File: config.mk
export PLATFORM = sky130hd
export DESIGN_NAME = acb_top
export DESIGN_NICKNAME = d
export VERILOG_FILES = /design/src/inc/acb_pkg.sv /design/src/rtl/acb_mux.sv /design/src/rtl/acb_sar.sv /design/src/rtl/acb_top.sv
export SDC_FILE = /design/constraint.sdc
export NUM_CORES = 1
export LEC_CHECK = 0
export BUFFER_PORTS_ARGS = -buffer_cell sky130_fd_sc_hd__buf_2
export CORE_MARGIN = 1
export CORE_UTILIZATION = 41
export CTS_BUF_LIST = sky130_fd_sc_hd__clkbuf_8
export DETAILED_ROUTE_END_ITERATION = 12
export GPL_TIMING_DRIVEN = 0
export SLEW_MARGIN = 15
export SYNTH_ARGS = -nofsm -noshare
export SYNTH_HDL_FRONTEND = slang
export SYNTH_SLANG_ARGS = --single-unit
export TNS_END_PERCENT = 20
File: constraint.sdc
create_clock -name clk -period 2.9 [get_ports clk]
set_input_delay 0.29 -clock clk [delete_from_list [all_inputs] [get_ports clk]]
set_output_delay 0.29 -clock clk [all_outputs]
set_load 0.02 [all_outputs]
File: src/inc/acb_pkg.sv
// Constants, types and field layout of the converter control block
package acb_pkg;

   localparam int CLK_NS        = 25;
   // Internal conversion clock period; 13 cycles give about 3.6 us
   localparam int INT_CLK_NS    = 275;
   localparam int INT_DIV       = (INT_CLK_NS + CLK_NS - 1) / CLK_NS;
   localparam logic [3:0] INT_DIV_LAST = 4'(INT_DIV - 1);
   localparam logic [2:0] ACQ_EDGES    = 3'h4;
   localparam int CONV_CYCLES   = 13;
   localparam int RESULT_W      = 12;
   localparam int CHANS         = 6;
   localparam int BUS_W         = 10;

   localparam logic [7:0] CTRL_RST     = 8'hC8;
   localparam logic       CLK_EXT_RST  = 1'b1;
   localparam logic [1:0] PWR_FULL     = 2'h0;
   localparam logic [1:0] PWR_STANDBY  = 2'h1;
   localparam logic [1:0] PWR_INT_CLK  = 2'h2;
   localparam logic [1:0] PWR_EXT_CLK  = 2'h3;
   localparam logic [2:0] ADDR_LAST    = 3'h5;

   typedef struct packed {
      logic       power_sel_hi;
      logic       power_sel_lo;
      logic       acquisition_select;
      logic       input_pairing_select;
      logic       range_select;
      logic [2:0] chan_addr;
   } acb_ctrl_s;

   typedef struct packed {
      logic [CHANS-1:0] pos;
      logic [CHANS-1:0] neg;
      logic             common_return_pin;
      logic             unsupported;
   } acb_sel_s;

   typedef enum logic [1:0] {
      ST_IDLE    = 2'b00,
      ST_ACQ_INT = 2'b01,
      ST_ACQ_EXT = 2'b10,
      ST_CONV    = 2'b11
   } acb_state_e;

endpackage

File: src/rtl/acb_mux.sv
// Analog input multiplexer decode from the control byte
`timescale 1ns/1ps
`default_nettype none
module acb_mux
   import acb_pkg::*;
#(
   parameter int CHAN_COUNT = CHANS
) (
   input  wire logic      pairing,
   input  wire logic [2:0] addr,
   output acb_sel_s       sel
);

   always_comb begin
      sel = '0;
      if (addr > ADDR_LAST || 32'(addr) >= CHAN_COUNT) begin
         sel.unsupported = 1'b1;
      end else if (pairing) begin
         sel.pos[addr] = 1'b1;
         sel.common_return_pin       = 1'b1;
      end else begin
         sel.pos[addr]        = 1'b1;
         sel.neg[addr ^ 3'h1] = 1'b1;
      end
   end

endmodule // acb_mux
`default_nettype wire

File: src/rtl/acb_sar.sv
// Successive-approximation register, one decision per conversion clock
`timescale 1ns/1ps
`default_nettype none
module acb_sar
   import acb_pkg::*;
(
   input  wire logic                clk,
   input  wire logic                rst,
   input  wire logic                start,
   input  wire logic                tick,
   input  wire logic                comp_in,
   output logic [RESULT_W-1:0]      dac_code,
   output logic                     done
);

   logic [RESULT_W-1:0] code_reg, code_next;
   logic [RESULT_W-1:0] trial_reg, trial_next;
   logic                busy_reg, busy_next;
   logic                done_next;

   always_comb begin
      code_next  = code_reg;
      trial_next = trial_reg;
      busy_next  = busy_reg;
      done_next  = 1'b0;
      if (start) begin
         // First tick is spent on the hold switch-over
         code_next  = '0;
         trial_next = '0;
         busy_next  = 1'b1;
      end else if (busy_reg && tick) begin
         if (trial_reg == '0) begin
            trial_next = {1'b1, {(RESULT_W-1){1'b0}}};
            code_next  = {1'b1, {(RESULT_W-1){1'b0}}};
         end else begin
            if (!comp_in)
               code_next = code_reg & ~trial_reg;
            trial_next = trial_reg >> 1;
            code_next  = code_next | (trial_reg >> 1);
            if (trial_reg[0]) begin
               busy_next = 1'b0;
               done_next = 1'b1;
            end
         end
      end
   end

   always_ff @(posedge clk or posedge rst) begin
      if (rst) begin
         code_reg  <= '0;
         trial_reg <= '0;
         busy_reg  <= 1'b0;
         done      <= 1'b0;
      end else begin
         code_reg  <= code_next;
         trial_reg <= trial_next;
         busy_reg  <= busy_next;
         done      <= done_next;
      end
   end

   assign dac_code = code_reg;

endmodule // acb_sar
`default_nettype wire

File: src/rtl/acb_top.sv
// Control byte decode, acquisition and conversion sequencing, parallel bus
`timescale 1ns/1ps
`default_nettype none
module acb_top
   import acb_pkg::*;
#(
   parameter int CHAN_COUNT = CHANS
) (
   input  wire logic                clk,
   input  wire logic                rst,
   input  wire logic                cs_n,
   input  wire logic                wr_n,
   input  wire logic                rd_n,
   input  wire logic                conv_clk_pin,
   input  wire logic [BUS_W-1:0]    bus_in,
   output logic      [BUS_W-1:0]    bus_out,
   output logic      [BUS_W-1:0]    bus_oe_n,
   output logic                     result_bit_11,
   output logic                     result_bit_10,
   output logic                     result_hi_oe_n,
   output logic                     conv_done_n,
   output logic                     conv_done_oe_n,
   input  wire logic                comp_in,
   output logic [RESULT_W-1:0]      dac_code,
   output logic [CHANS-1:0]         pos_sel,
   output logic [CHANS-1:0]         neg_sel,
   output logic                     common_return_pin_sel,
   output logic                     unsupported_addr,
   output logic                     hold_track,
   output logic                     hold_to_neg,
   output logic                     full_power_down,
   output logic                     standby_power_down,
   output logic                     clk_src_ext
);

   acb_ctrl_s           ctrl_reg, ctrl_next;
   acb_ctrl_s           wr_byte;
   acb_state_e          state_reg, state_next;
   acb_sel_s            sel;
   logic                clk_ext_reg, clk_ext_next;
   logic [3:0]          div_reg, div_next;
   logic [2:0]          edge_reg, edge_next;
   logic                wr_prev_reg, rd_prev_reg, pin_prev_reg;
   logic                track_reg, track_next;
   logic                neg_reg, neg_next;
   logic                int_n_reg, int_n_next;
   logic [RESULT_W-1:0] result_reg, result_next;
   logic                drive_reg, drive_next;
   logic                full_pd_reg, full_pd_next;
   logic                stby_pd_reg, stby_pd_next;
   logic                cdone_oe_n_reg;
   logic [CHANS-1:0]    pos_reg, neg_sel_reg;
   logic                com_reg, unsup_reg;
   logic                wr_rise, rd_fall, div_tick, tick;
   logic                conv_start;
   logic                sar_done;
   logic [RESULT_W-1:0] sar_dac;
   logic [RESULT_W-1:0] sar_bin;

   assign wr_byte = acb_ctrl_s'(bus_in[7:0]);

   // Strobes and the clock pin count only while chip select is low
   assign wr_rise  = !cs_n && !wr_prev_reg && wr_n;
   assign rd_fall  = !cs_n && rd_prev_reg && !rd_n;
   assign div_tick = (div_reg == INT_DIV_LAST);
   // Conversion clock falling edges from the chosen source
   assign tick     = clk_ext_reg ? (!cs_n && pin_prev_reg && !conv_clk_pin)
                                 : div_tick;
   assign sar_bin  = sar_dac;

   acb_mux #(
      .CHAN_COUNT (CHAN_COUNT)
   ) u_mux (
      .pairing (ctrl_reg.input_pairing_select),
      .addr    (ctrl_reg.chan_addr),
      .sel     (sel)
   );

   acb_sar u_sar (
      .clk      (clk),
      .rst      (rst),
      .start    (conv_start),
      .tick     (tick),
      .comp_in  (comp_in),
      .dac_code (sar_dac),
      .done     (sar_done)
   );

   always_comb begin
      ctrl_next    = ctrl_reg;
      state_next   = state_reg;
      clk_ext_next = clk_ext_reg;
      div_next     = div_tick ? 4'h0 : div_reg + 4'h1;
      edge_next    = edge_reg;
      track_next   = track_reg;
      neg_next     = neg_reg;
      int_n_next   = int_n_reg;
      result_next  = result_reg;
      conv_start   = 1'b0;

      case (state_reg)
         ST_ACQ_INT: begin
            if (tick) begin
               edge_next = edge_reg + 3'h1;
               if (edge_next == ACQ_EDGES) begin
                  // Hold on the fourth falling edge after the write
                  track_next = 1'b0;
                  neg_next   = 1'b1;
                  conv_start = 1'b1;
                  state_next = ST_CONV;
               end
            end
         end
         ST_CONV: begin
            if (sar_done) begin
               // Offset binary from the SAR; flip the sign bit for bipolar
               result_next = ctrl_reg.range_select ? sar_bin
                           : {~sar_bin[RESULT_W-1], sar_bin[RESULT_W-2:0]};
               neg_next    = 1'b0;
               state_next  = ST_IDLE;
            end
         end
         ST_ACQ_EXT, ST_IDLE: begin
         end
         default: begin
            state_next = ST_IDLE;
         end
      endcase

      if (rd_fall)
         int_n_next = 1'b1;
      if (state_reg == ST_CONV && sar_done)
         int_n_next = 1'b0;

      // A new write aborts whatever runs and takes priority
      if (wr_rise) begin
         ctrl_next  = wr_byte;
         int_n_next = 1'b1;
         edge_next  = 3'h0;
         if (wr_byte.power_sel_hi)
            clk_ext_next = wr_byte.power_sel_lo;
         if (state_reg == ST_ACQ_EXT && !wr_byte.acquisition_select) begin
            // Second write ends acquisition; power bits may change here
            track_next = 1'b0;
            neg_next   = 1'b1;
            conv_start = 1'b1;
            state_next = ST_CONV;
         end else if (!wr_byte.power_sel_hi) begin
            // Power-down: clock source left as it was
            track_next = 1'b0;
            neg_next   = 1'b0;
            state_next = ST_IDLE;
         end else begin
            track_next = 1'b1;
            neg_next   = 1'b0;
            state_next = wr_byte.acquisition_select ? ST_ACQ_EXT
                                                     : ST_ACQ_INT;
         end
      end

      // Power-down takes effect once no conversion is pending
      full_pd_next = (state_next == ST_IDLE) &&
                     ({ctrl_next.power_sel_hi, ctrl_next.power_sel_lo} == PWR_FULL);
      stby_pd_next = (state_next == ST_IDLE) &&
                     ({ctrl_next.power_sel_hi, ctrl_next.power_sel_lo} == PWR_STANDBY);
      drive_next   = !cs_n && !rd_n;
   end

   always_ff @(posedge clk or posedge rst) begin
      if (rst) begin
         ctrl_reg       <= acb_ctrl_s'(CTRL_RST);
         state_reg      <= ST_IDLE;
         clk_ext_reg    <= CLK_EXT_RST;
         div_reg        <= 4'h0;
         edge_reg       <= 3'h0;
         wr_prev_reg    <= 1'b1;
         rd_prev_reg    <= 1'b1;
         pin_prev_reg   <= 1'b0;
         track_reg      <= 1'b0;
         neg_reg        <= 1'b0;
         int_n_reg      <= 1'b1;
         result_reg     <= '0;
         drive_reg      <= 1'b0;
         full_pd_reg    <= 1'b0;
         stby_pd_reg    <= 1'b0;
         cdone_oe_n_reg <= 1'b1;
         pos_reg        <= '0;
         neg_sel_reg    <= '0;
         com_reg        <= 1'b0;
         unsup_reg      <= 1'b0;
      end else begin
         ctrl_reg       <= ctrl_next;
         state_reg      <= state_next;
         clk_ext_reg    <= clk_ext_next;
         div_reg        <= div_next;
         edge_reg       <= edge_next;
         wr_prev_reg    <= wr_n;
         rd_prev_reg    <= rd_n;
         pin_prev_reg   <= conv_clk_pin;
         track_reg      <= track_next;
         neg_reg        <= neg_next;
         int_n_reg      <= int_n_next;
         result_reg     <= result_next;
         drive_reg      <= drive_next;
         full_pd_reg    <= full_pd_next;
         stby_pd_reg    <= stby_pd_next;
         cdone_oe_n_reg <= cs_n;
         pos_reg        <= sel.pos;
         neg_sel_reg    <= sel.neg;
         com_reg        <= sel.common_return_pin;
         unsup_reg      <= sel.unsupported;
      end
   end

   // Bus pins float one cycle after chip select or read goes high
   assign bus_out               = result_reg[BUS_W-1:0];
   assign bus_oe_n              = {BUS_W{~drive_reg}};
   assign result_bit_11         = result_reg[11];
   assign result_bit_10         = result_reg[10];
   assign result_hi_oe_n        = ~drive_reg;
   assign conv_done_n           = int_n_reg;
   assign conv_done_oe_n        = cdone_oe_n_reg;
   assign dac_code              = sar_dac;
   assign pos_sel               = pos_reg;
   assign neg_sel               = neg_sel_reg;
   assign common_return_pin_sel = com_reg;
   assign unsupported_addr      = unsup_reg;
   assign hold_track            = track_reg;
   assign hold_to_neg           = neg_reg;
   assign full_power_down       = full_pd_reg;
   assign standby_power_down    = stby_pd_reg;
   assign clk_src_ext           = clk_ext_reg;

endmodule // acb_top
`default_nettype wire

==> metrics, run 1 <==
CP Class flip-flop to flip-flop; WP data arrival 2.09 ns; cts hold-fix bufs 1; Sw Share 0.3329; DRT Pass-1 Iters 6; layout cells sized above 1 0.3325; Hold WC Path Type input pin to flip-flop; total congestion overflow 0; min Tclk post-route 1.838 ns; Synth area leaders dfrtp_1 (53%), nand2_1 (7.1%), dfstp_2 (6.2%); Leakage Power 2.052 nW; Initial Util 0.4306; Synth Area per Inst 10.53 um2; Mapped Nets 340; most numerous cell in the Yosys netlist dfrtp_1; DR vias 2593; async set-reset flop share out of synthesis 1.000; Pint 0.001741 W; clock buffer depth 2; Sequential Power Share 0.507; core box area roughly 7800 um2; worst path required time roughly 3.2 ns; worst clock skew roughly 0.009 ns; WL/cell 13.92 um; Iteration-0 DRC Markers 146; FF+latch count, synth 79; Clk Tree Root Cell clkbuf_8; ANT nets after route 0; placed wire-length estimate 4954 um; Post-synth EDFFs 0; die area 8610 um2; Worst VDD drop 0.0003269 V; Synth cell types between 40 and 50; top cells by count, synth dfrtp_1 (71), nand2_1 (64), a21oi_1 (27); Buffers on Ports 70; worst relative slew slack 0.6316; Switch Pwr 0.0008687 W; post_cts resized 0; vias in the first global route 2441; TritonCTS buffer count 9; clock share of power 0.299; Post-Syn Instances approximately 320; P per Cell Area 638.3 nW/um2; GR Util All Layers 0.1800; first-pass GRT wire length 11870 um; Worst-path clk slew around 0.09 ns; GR Util met2 0.2819; Logic pwr share 0.194; met1 Usage GRT 0.2396; Area Growth Syn to Fin 20.96%; Syn. warnings 0; setup ws final 1.062 ns; status finished clean; Tcrit/Tclk final 0.6338; largest net degree at the start of global routing 63; WL final roughly 7100 um; Die W between 90 and 100 um; Fmax around 540 MHz; GP Congestion about 0.8; crit end category flip-flop; number of setup buffers added after CTS 0; antenna diode count 0; antenna violations before repair 0; Die Span Y 92.79 um; DR DRC count 0; Final Hold Fails 0; Final Core Density 0.5209; num ports 73; Final #Nets 423; Setup violations, final 0; GR peak layer met2; Yosys top cell by area dfrtp_1; top_reg_cell synth dfrtp_1; crit path max fanout 10; RSZ-0062 raised after global routing false; Via-to-Cell Ratio a little over 5; Max Slew Vio Count 0; Worst-Skew Late Latency 0.36 ns; CTS tree done; top cell type's share of synthesized area 0.5257; Max Cap Viol 0; CP startpoint kind flip-flop; Post-Syn Area 3379 um2; Global Route met3 Usage 0.04187; Post-Place Worst Slack 1.067 ns; Tightest Pin Transition 0.5526 ns; clk sink count 79; fillers 766; # rows 32; H-tree depth 3; Seq/Total Area, Yosys 0.5879
## power by group through the flow
stage               clock (W)  combinational (W)  sequential, W
detailed placement          0           0.000509        0.00135
CTS                  0.000796           0.000512        0.00132
finish               0.000780           0.000505        0.00132
global placement            0           0.000497        0.00134
global route         0.000849           0.000567        0.00134
floorplan                   0           0.000274        0.00140
## through the flow
| step | total power, W | setup TNS (ns) | instance area, um2 | cells | hold slack, ns |
|---|---|---|---|---|---|
| after floorplan | 0.001678 | 0 | 3379 | 321 | 0.2945 |
| after global placement | 0.001840 | -23.61 | 3857 | 493 | 0.4089 |
| after detailed placement | 0.001856 | 0 | 3887 | 494 | 0.2509 |
| after CTS | 0.002632 | 0 | 4088 | 511 | 0.02638 |
| after global routing | 0.002756 | 0 | 4088 | 511 | 0.03227 |
| final | 0.002609 | 0 | 4088 | 511 | 0.04380 |
## routing by layer
layer,part of all wire,up-vias
met1,0.47,1260
met4,0.016,0
met2,0.46,64
met5,0,-
met3,0.050,10
li1,-,1259
## worst paths after layout
kind                        startpoint             to  slack (ns)  depth (start not counted)
min reg2reg                ctrl_reg[7]    ctrl_reg[7]        0.48                          2
min                               rd_n    rd_prev_reg        0.04                          1
min in group asynchronous          rst  result_reg[9]        0.42                          3
max                        clk_src_ext     u_sar.done        1.06                          5
max reg2reg                clk_src_ext     u_sar.done        1.06                          5
max in group asynchronous          rst    ctrl_reg[6]        1.86                          4
## final cells by class
type,count,area [um2],share of cell area
sequential,79,1987,0.4861
multi-input combinational,212,1219,0.2981
timing repair buffer,72,387.9,0.09489
buffer,24,151.4,0.03704
tap,102,127.6,0.03122
clock buffer,9,123.9,0.03030
clock inverter,7,66.31,0.01622
inverter,6,25.02,0.006122
## kinds of logic after synthesis
kind of cell,synth area share
DFF,0.5879
AOI/OAI and AO/OA,0.1100
muxes,0.04332
xor gates and xnor gates,0.007776
adders and majority gates,0.007403
buffers and inverters,0.05146
and+or+nand+nor,0.1922
## cell usage in the layout (no fill, tap or decap), types with 2 or more instances in the layout
cell type | Yosys | routed
clkbuf_8 | 0 | 9
dfstp_2 | 8 | 8
nand2_1 | 64 | 64
inv_6 | 0 | 3
clkbuf_1 | 6 | 6
dfrtp_1 | 71 | 71
nor2_1 | 17 | 17
a22o_1 | 2 | 2
nor4_1 | 6 | 6
a31oi_1 | 7 | 7
nand3_1 | 10 | 10
nand2b_1 | 11 | 11
nor3_1 | 13 | 13
clkinvlp_4 | 0 | 2
inv_1 | 6 | 5
mux2_2 | 13 | 13
o21ai_0 | 9 | 9
buf_4 | 13 | 13
or2_2 | 2 | 2
a21o_1 | 3 | 3
ha_1 | 2 | 2
nor2b_1 | 4 | 4
a21oi_1 | 27 | 27
buf_2 | 3 | 73
xor2_1 | 2 | 2
## critical path, stage by stage (launching register included)
cell	delay (ns)
dfstp_2	0.59
and4bb_4	0.29
a21oi_4	0.07
o31ai_4	0.46
buf_4	0.26
nor2_1	0.06
Note: power is estimated with default switching activity, not from simulation.
==> run 2: changes to the inputs <==
--- a/config.mk
+++ b/config.mk
@@ -5,6 +5,7 @@
 export SDC_FILE = /design/constraint.sdc
 export NUM_CORES = 1
 export LEC_CHECK = 0
+export ABC_AREA = 1
 export BUFFER_PORTS_ARGS = -buffer_cell sky130_fd_sc_hd__buf_2
 export CORE_MARGIN = 1
 export CORE_UTILIZATION = 41
==> constraint.sdc (replaced) <==
create_clock -name clk -period 1.8 [get_ports clk]
set_input_delay 0.18 -clock clk [delete_from_list [all_inputs] [get_ports clk]]
set_output_delay 0.18 -clock clk [all_outputs]
set_load 0.02 [all_outputs]
==> run 2 against run 1 <==
Compared with the run above: via count rose by 4.3%; cell count up 12%; routed wire length unchanged; combinational power grew 85%; final area rose by 4.2%; non-clock buffer count up 4; hold slack worse by 0.0099 ns; critical path type is now input pin to flip-flop; core utilization shrank 0.27 points; sequential share of layout area is 1.9 points lower.
==> metrics, run 2 <==
Iteration-0 DRC Markers ~190; final setup TNS 0 ns; Pint between 0.003 and 0.004 W; WL/cell 12.42 um; Via-to-Cell Ratio 4.721; clock buffer depth 2; Worst-Skew Late Latency 0.34 ns; DRT Pass-1 Iters 4; P per Cell Area between 1000 and 1500 nW/um2; Post-synth EDFFs 0; Post-Syn Instances about 380; Area Growth Syn to Fin 22.81%; layout cells sized above 1 0.2906; CP Class input pin to flip-flop; Seq/Total Area, Yosys 0.5731; antenna violations before repair 0; post-synthesis mux area share 0; Sequential Power Share 0.480; M1 WL 3500 um; Mapped Nets 394; Die Span Y 93.96 um; worst clock skew between 0.015 and 0.02 ns; fillers 779; most common cell after layout, fill and taps aside nand2_1; num ports 73; TritonCTS buffer count 9; clock share of power 0.313; Tightest Pin Transition 0.6401 ns; XOR/XNOR Fraction of Synth Area 0.007578; Synth Area in Simple Gates 0.1844; Max Used Layer met4; core box area 8217 um2; async set-reset flop share out of synthesis 1.000; Hold WC Path Type input pin to flip-flop; Synth cell types 32; Die W 93.96 um; placed wire-length estimate 4995 um; Worst-path clk slew 0.08 ns; Yosys top cell by area dfrtp_1; status finished clean; CTS tree done; FF+latch count, synth 79; die area around 8800 um2; Sw Share 0.3170; origin of the critical flop-to-flop path clk_src_ext; Max Slew Vio Count 0; Final #Nets 482; Synth area leaders dfrtp_1 (51%), nand2_1 (9.7%), dfstp_2 (6.1%); top cells by count, synth nand2_1 (90), dfrtp_1 (71), inv_1 (42); Critical path destination u_sar.trial_reg[7]; routed wl met3 between 300 and 400 um; met2 routed WL ~3200 um; Post-Syn Area 3467 um2; DR vias ~2700; Synth Area per Inst 9.246 um2; DR DRC count 0; Tcrit/Tclk final 0.9229; Syn. warnings 0; largest net degree at the start of global routing 30; GP Congestion 0.7883; most numerous cell in the Yosys netlist nand2_1; largest family of logic cells by synthesized area simple AND/OR/NAND/NOR gates; GR Util All Layers 0.1778; Fmax 601.9 MHz; reg2reg setup slack 0.20 ns; multi-input logic area around 1100 um2; WL final 7114 um; clk sink count 79; top cell type's share of synthesized area 0.5125; crit path max fanout 10; min Tclk post-route between 1.5 and 2 ns; crit end category flip-flop; vias in the first global route about 2600; # rows 33; CP startpoint kind input pin; RSZ-0062 raised after global routing false; Synth Area in Compound Gates 0.1299; Setup violations, final 0; worst path required time between 2 and 2.5 ns; R2R Path End u_sar.trial_reg[7]; Logic pwr share 0.207; post-synthesis adder-cell area fraction 0.007218; Clk Tree Root Cell clkbuf_8; Buffers on Ports 70; Max Cap Viol 0; WP data arrival between 1.5 and 2 ns; critical path startpoint cs_n; flip-flop and latch area 1987 um2; post_cts resized 0; H-tree depth 3; R2R cell count 8; commonest non-fill, non-tap cells in the layout nand2_1 (90), buf_2 (73), dfrtp_1 (71); Final Core Density 0.5182; Switch Pwr between 0.001 and 0.0015 W; Worst VDD drop approximately 0.0005 V; first-pass GRT wire length between 10000 and 15000 um; Leakage Power approximately 2.2 nW; total congestion overflow 0; top_reg_cell synth dfrtp_1; ANT nets after route 0; Final Hold Fails 0; worst relative slew slack 0.5724; antenna diode count 0; Initial Util 0.4220
-- run 2: cell count changes after synthesis, moves of 6 or more --
cell | before | now
inv_1 | 6 | 42
nand2b_1 | 11 | 0
nand2_1 | 64 | 90
nor2_1 | 17 | 30
a31oi_1 | 7 | 0
mux2_2 | 13 | 0
nor3_1 | 13 | 6
a21oi_2 | 0 | 6
o21ai_0 | 9 | 22
-- run 2: how the worst min path moves through the flow --
| stage | to | depth (start not counted) | from | slack [ns] |
|---|---|---|---|---|
| global placement | wr_prev_reg | 1 | wr_n | 0.31 |
| detailed placement | unsupported_addr | 2 | rst | 0.31 |
| floorplan | conv_done_oe_n | 0 | cs_n | 0.18 |
| global route | ctrl_reg[3] | 3 | bus_in[3] | 0.04 |
| finish | ctrl_reg[3] | 3 | bus_in[3] | 0.03 |
| CTS | ctrl_reg[3] | 3 | bus_in[3] | 0.02 |
-- run 2: final cells by class --
type,count,share of cell area
Clock buffer,9,0.02909
Multi-Input combinational cell,227,0.2680
Clock inverter,7,0.02145
Sequential cell,79,0.4666
Buffer,23,0.03791
Timing Repair Buffer,77,0.1034
Tap cell,105,0.03086
Inverter,46,0.04261
-- run 2: kinds of logic after synthesis --
group | after synthesis
compound gates | 73
xor+xnor | 3
fa+ha+maj | 2
buf+inv | 69
flops | 79
simple gates | 149
-- run 2: per-stage QoR --
| step | cell area, um2 | std cells | power, W | worst slack (ns) | hold WS [ns] |
|---|---|---|---|---|---|
| global placement | 3953 | 550 | 0.003108 | 0.1294 | 0.3052 |
| detailed placement | 3993 | 552 | 0.003138 | 0.2327 | 0.3056 |
| finish | 4258 | 573 | 0.004512 | 0.1387 | 0.03387 |
| floorplan | 3471 | 375 | 0.002829 | 0.3620 | 0.1845 |
| CTS | 4258 | 573 | 0.004563 | 0.1362 | 0.02305 |
| global route | 4258 | 573 | 0.004788 | 0.04462 | 0.03535 |
-- run 2: routing by layer --
layer  global-route usage  up-vias
met3              0.03964        7
li1                     -     1366
met4              0.06154        0
met1               0.2479     1272
met5                    0        -
met2               0.2725       60
-- run 2: power groups by stage --
stage	clock [W]	combinational (W)	sequential, W
floorplan	0	0.000553	0.00228
global placement	0	0.000916	0.00219
detailed placement	0	0.000940	0.00220
CTS	0.00145	0.000949	0.00217
global route	0.00152	0.00106	0.00220
finish	0.00141	0.000935	0.00216
-- run 2: timing repair --
action,CTS,global route
endpoints found under the hold margin,31,0
setup buffers,0,0
hold buffers,5,0
-- run 2: worst max-delay path: stages --
cell           delay, ns
dlygate4sd3_1       0.53
buf_2               0.15
nor2_1              0.12
nand2_2             0.16
nor2_1              0.24
inv_1               0.11
nand2_4             0.13
buf_4               0.19
a21oi_1             0.06
==> run 3: changes to the inputs <==
--- a/config.mk
+++ b/config.mk
@@ -12,6 +12,7 @@
 export CTS_BUF_LIST = sky130_fd_sc_hd__clkbuf_8
 export DETAILED_ROUTE_END_ITERATION = 12
 export GPL_TIMING_DRIVEN = 0
+export PLACE_DENSITY = 0.73
 export SLEW_MARGIN = 15
 export SYNTH_ARGS = -nofsm -noshare
 export SYNTH_HDL_FRONTEND = slang
==> run 3 against run 2 <==
Compared with the run above: clock skew down 0.0074 ns; critical path type unchanged; first-iteration DRC count is 2.6% higher; final area shrank 1.2%; hold slack lost 0.0072 ns; sequential cell count is the same; clock power fell by 19%; core utilization down 0.61 points; global-route usage up 0.35 points; critical path depth is the same; maximum frequency is 1.8% higher.
==> metrics, run 3 (synthesis results as in run 2) <==
Clk Tree Root Cell clkbuf_8; Worst VDD drop 0.0005044 V; crit end category flip-flop; routed wl met3 353 um; Post-Place Worst Slack 0.2659 ns; antenna violations before repair 0; final setup TNS 0 ns; Die W 93.96 um; TritonCTS buffer count 9; worst clock skew 0.008287 ns; Setup violations, final 0; Leakage Power 2.131 nW; worst relative slew slack 0.7008; GR Util All Layers 0.1813; clk sink count 79; met2 routed WL between 3000 and 4000 um; Via-to-Cell Ratio 4.866; Area Growth Syn to Fin 21.36%; Initial Util 0.4220; Worst-path clk slew 0.08 ns; total congestion overflow 0; vias in the first global route 2743; layout cells sized above 1 0.2906; cts hold-fix bufs 5; Buffers on Ports 70; commonest non-fill, non-tap cells in the layout nand2_1 (90), buf_2 (73), dfrtp_1 (71); Pint 0.002799 W; Fmax 612.7 MHz; # rows 33; DR vias 2788; first-pass GRT wire length 12350 um; Sw Share 0.3414; Logic pwr share 0.225; Final Hold Fails 0; DR DRC count 0; min Tclk post-route 1.632 ns; num ports 73; WL/cell 12.44 um; die area 8828 um2; GP Congestion 0.8572; Worst-Skew Late Latency approximately 0.35 ns; Tightest Pin Transition about 0.45 ns; CTS tree done; antenna diode count 0; clock share of power 0.267; Final #Nets 482; RSZ-0062 raised after global routing false; DRT Pass-1 Iters 4; P per Cell Area 1010 nW/um2; Tcrit/Tclk final 0.9067; ANT nets after route 0; WL final 7128 um; Iteration-0 DRC Markers 194; largest net degree at the start of global routing 36; setup ws final 0.1679 ns; Hold WC Path Type input pin to flip-flop; worst path required time 2.04 ns; number of setup buffers added after CTS 0; H-tree depth 3; Max Slew Vio Count 0; M1 WL roughly 3200 um; Max Used Layer met4; post_cts resized 0; Sequential Power Share 0.508; placed wire-length estimate 5054 um; WP data arrival about 1.9 ns; crit path max fanout 10; CP startpoint kind input pin; most common cell after layout, fill and taps aside nand2_1; core box area 8217 um2; status finished clean; Die Span Y 93.96 um; CP Class input pin to flip-flop; Switch Pwr between 0.001 and 0.0015 W; clock buffer depth 2; Max Cap Viol 0
==> run 3: cell count changes in the layout (fill, tap and decap cells not counted) <==
cell       before  now
bufinv_16       2    0
clkinv_2        0    2
clkinv_4        1    0
inv_6           1    2
==> run 3: area by class of cell <==
| class | instances | area, um2 |
|---|---|---|
| clock buffer | 9 | 123.9 |
| multi-input combinational | 227 | 1141 |
| timing repair buffer | 77 | 440.4 |
| tap | 105 | 131.4 |
| buffer | 23 | 161.4 |
| clock inverter | 7 | 41.29 |
| inverter | 46 | 181.4 |
| fill | 759 | 4009 |
| sequential | 79 | 1987 |
==> run 3: worst max-delay path: stages <==
cell,delay (ns)
dlygate4sd3_1,0.54
buf_2,0.14
nor2_1,0.12
nand2_2,0.16
nor2_1,0.24
inv_1,0.10
nand2_4,0.13
buf_4,0.19
a21oi_1,0.06
==> run 3: final timing paths <==
check	cells past startpoint	endpoint	startpoint	slack (ns)
worst max-delay path	9	u_sar.trial_reg[7]	cs_n	0.17
worst min-delay path	3	ctrl_reg[3]	bus_in[3]	0.03
worst max register to register	8	u_sar.trial_reg[7]	edge_reg[0]	0.25
worst min register to register	2	result_reg[9]	result_reg[9]	0.47
max in group asynchronous	5	ctrl_reg[3]	rst	0.66
min in group asynchronous	3	common_return_pin_sel	rst	0.37
==> run 3: routing by layer <==
metal,up-vias,global-route usage
met4,0,0.08974
li1,1369,-
met5,-,0
met3,12,0.03560
met2,80,0.2847
met1,1327,0.2390
==> run 3: power groups by stage <==
stage                     logic (W)  registers [W]  clock network [W]
after detailed placement   0.000954        0.00219                  0
after floorplan            0.000553        0.00228                  0
final                      0.000956        0.00216            0.00114
after CTS                  0.000968        0.00216            0.00117
after global placement     0.000913        0.00218                  0
after global routing        0.00109        0.00218            0.00125
==> run 3: through the flow <==
step / utilization / hold slack (ns) / total power, W / instance area, um2 / cells
finish: 0.5121 / 0.02663 / 0.004249 / 4208 / 573
global route: 0.5121 / 0.03007 / 0.004523 / 4208 / 573
CTS: 0.5121 / 0.01702 / 0.004291 / 4208 / 573
detailed placement: 0.4859 / 0.2061 / 0.003143 / 3993 / 552
global placement: 0.4810 / 0.3089 / 0.003092 / 3953 / 550
floorplan: - / 0.1845 / 0.002829 / 3471 / 375
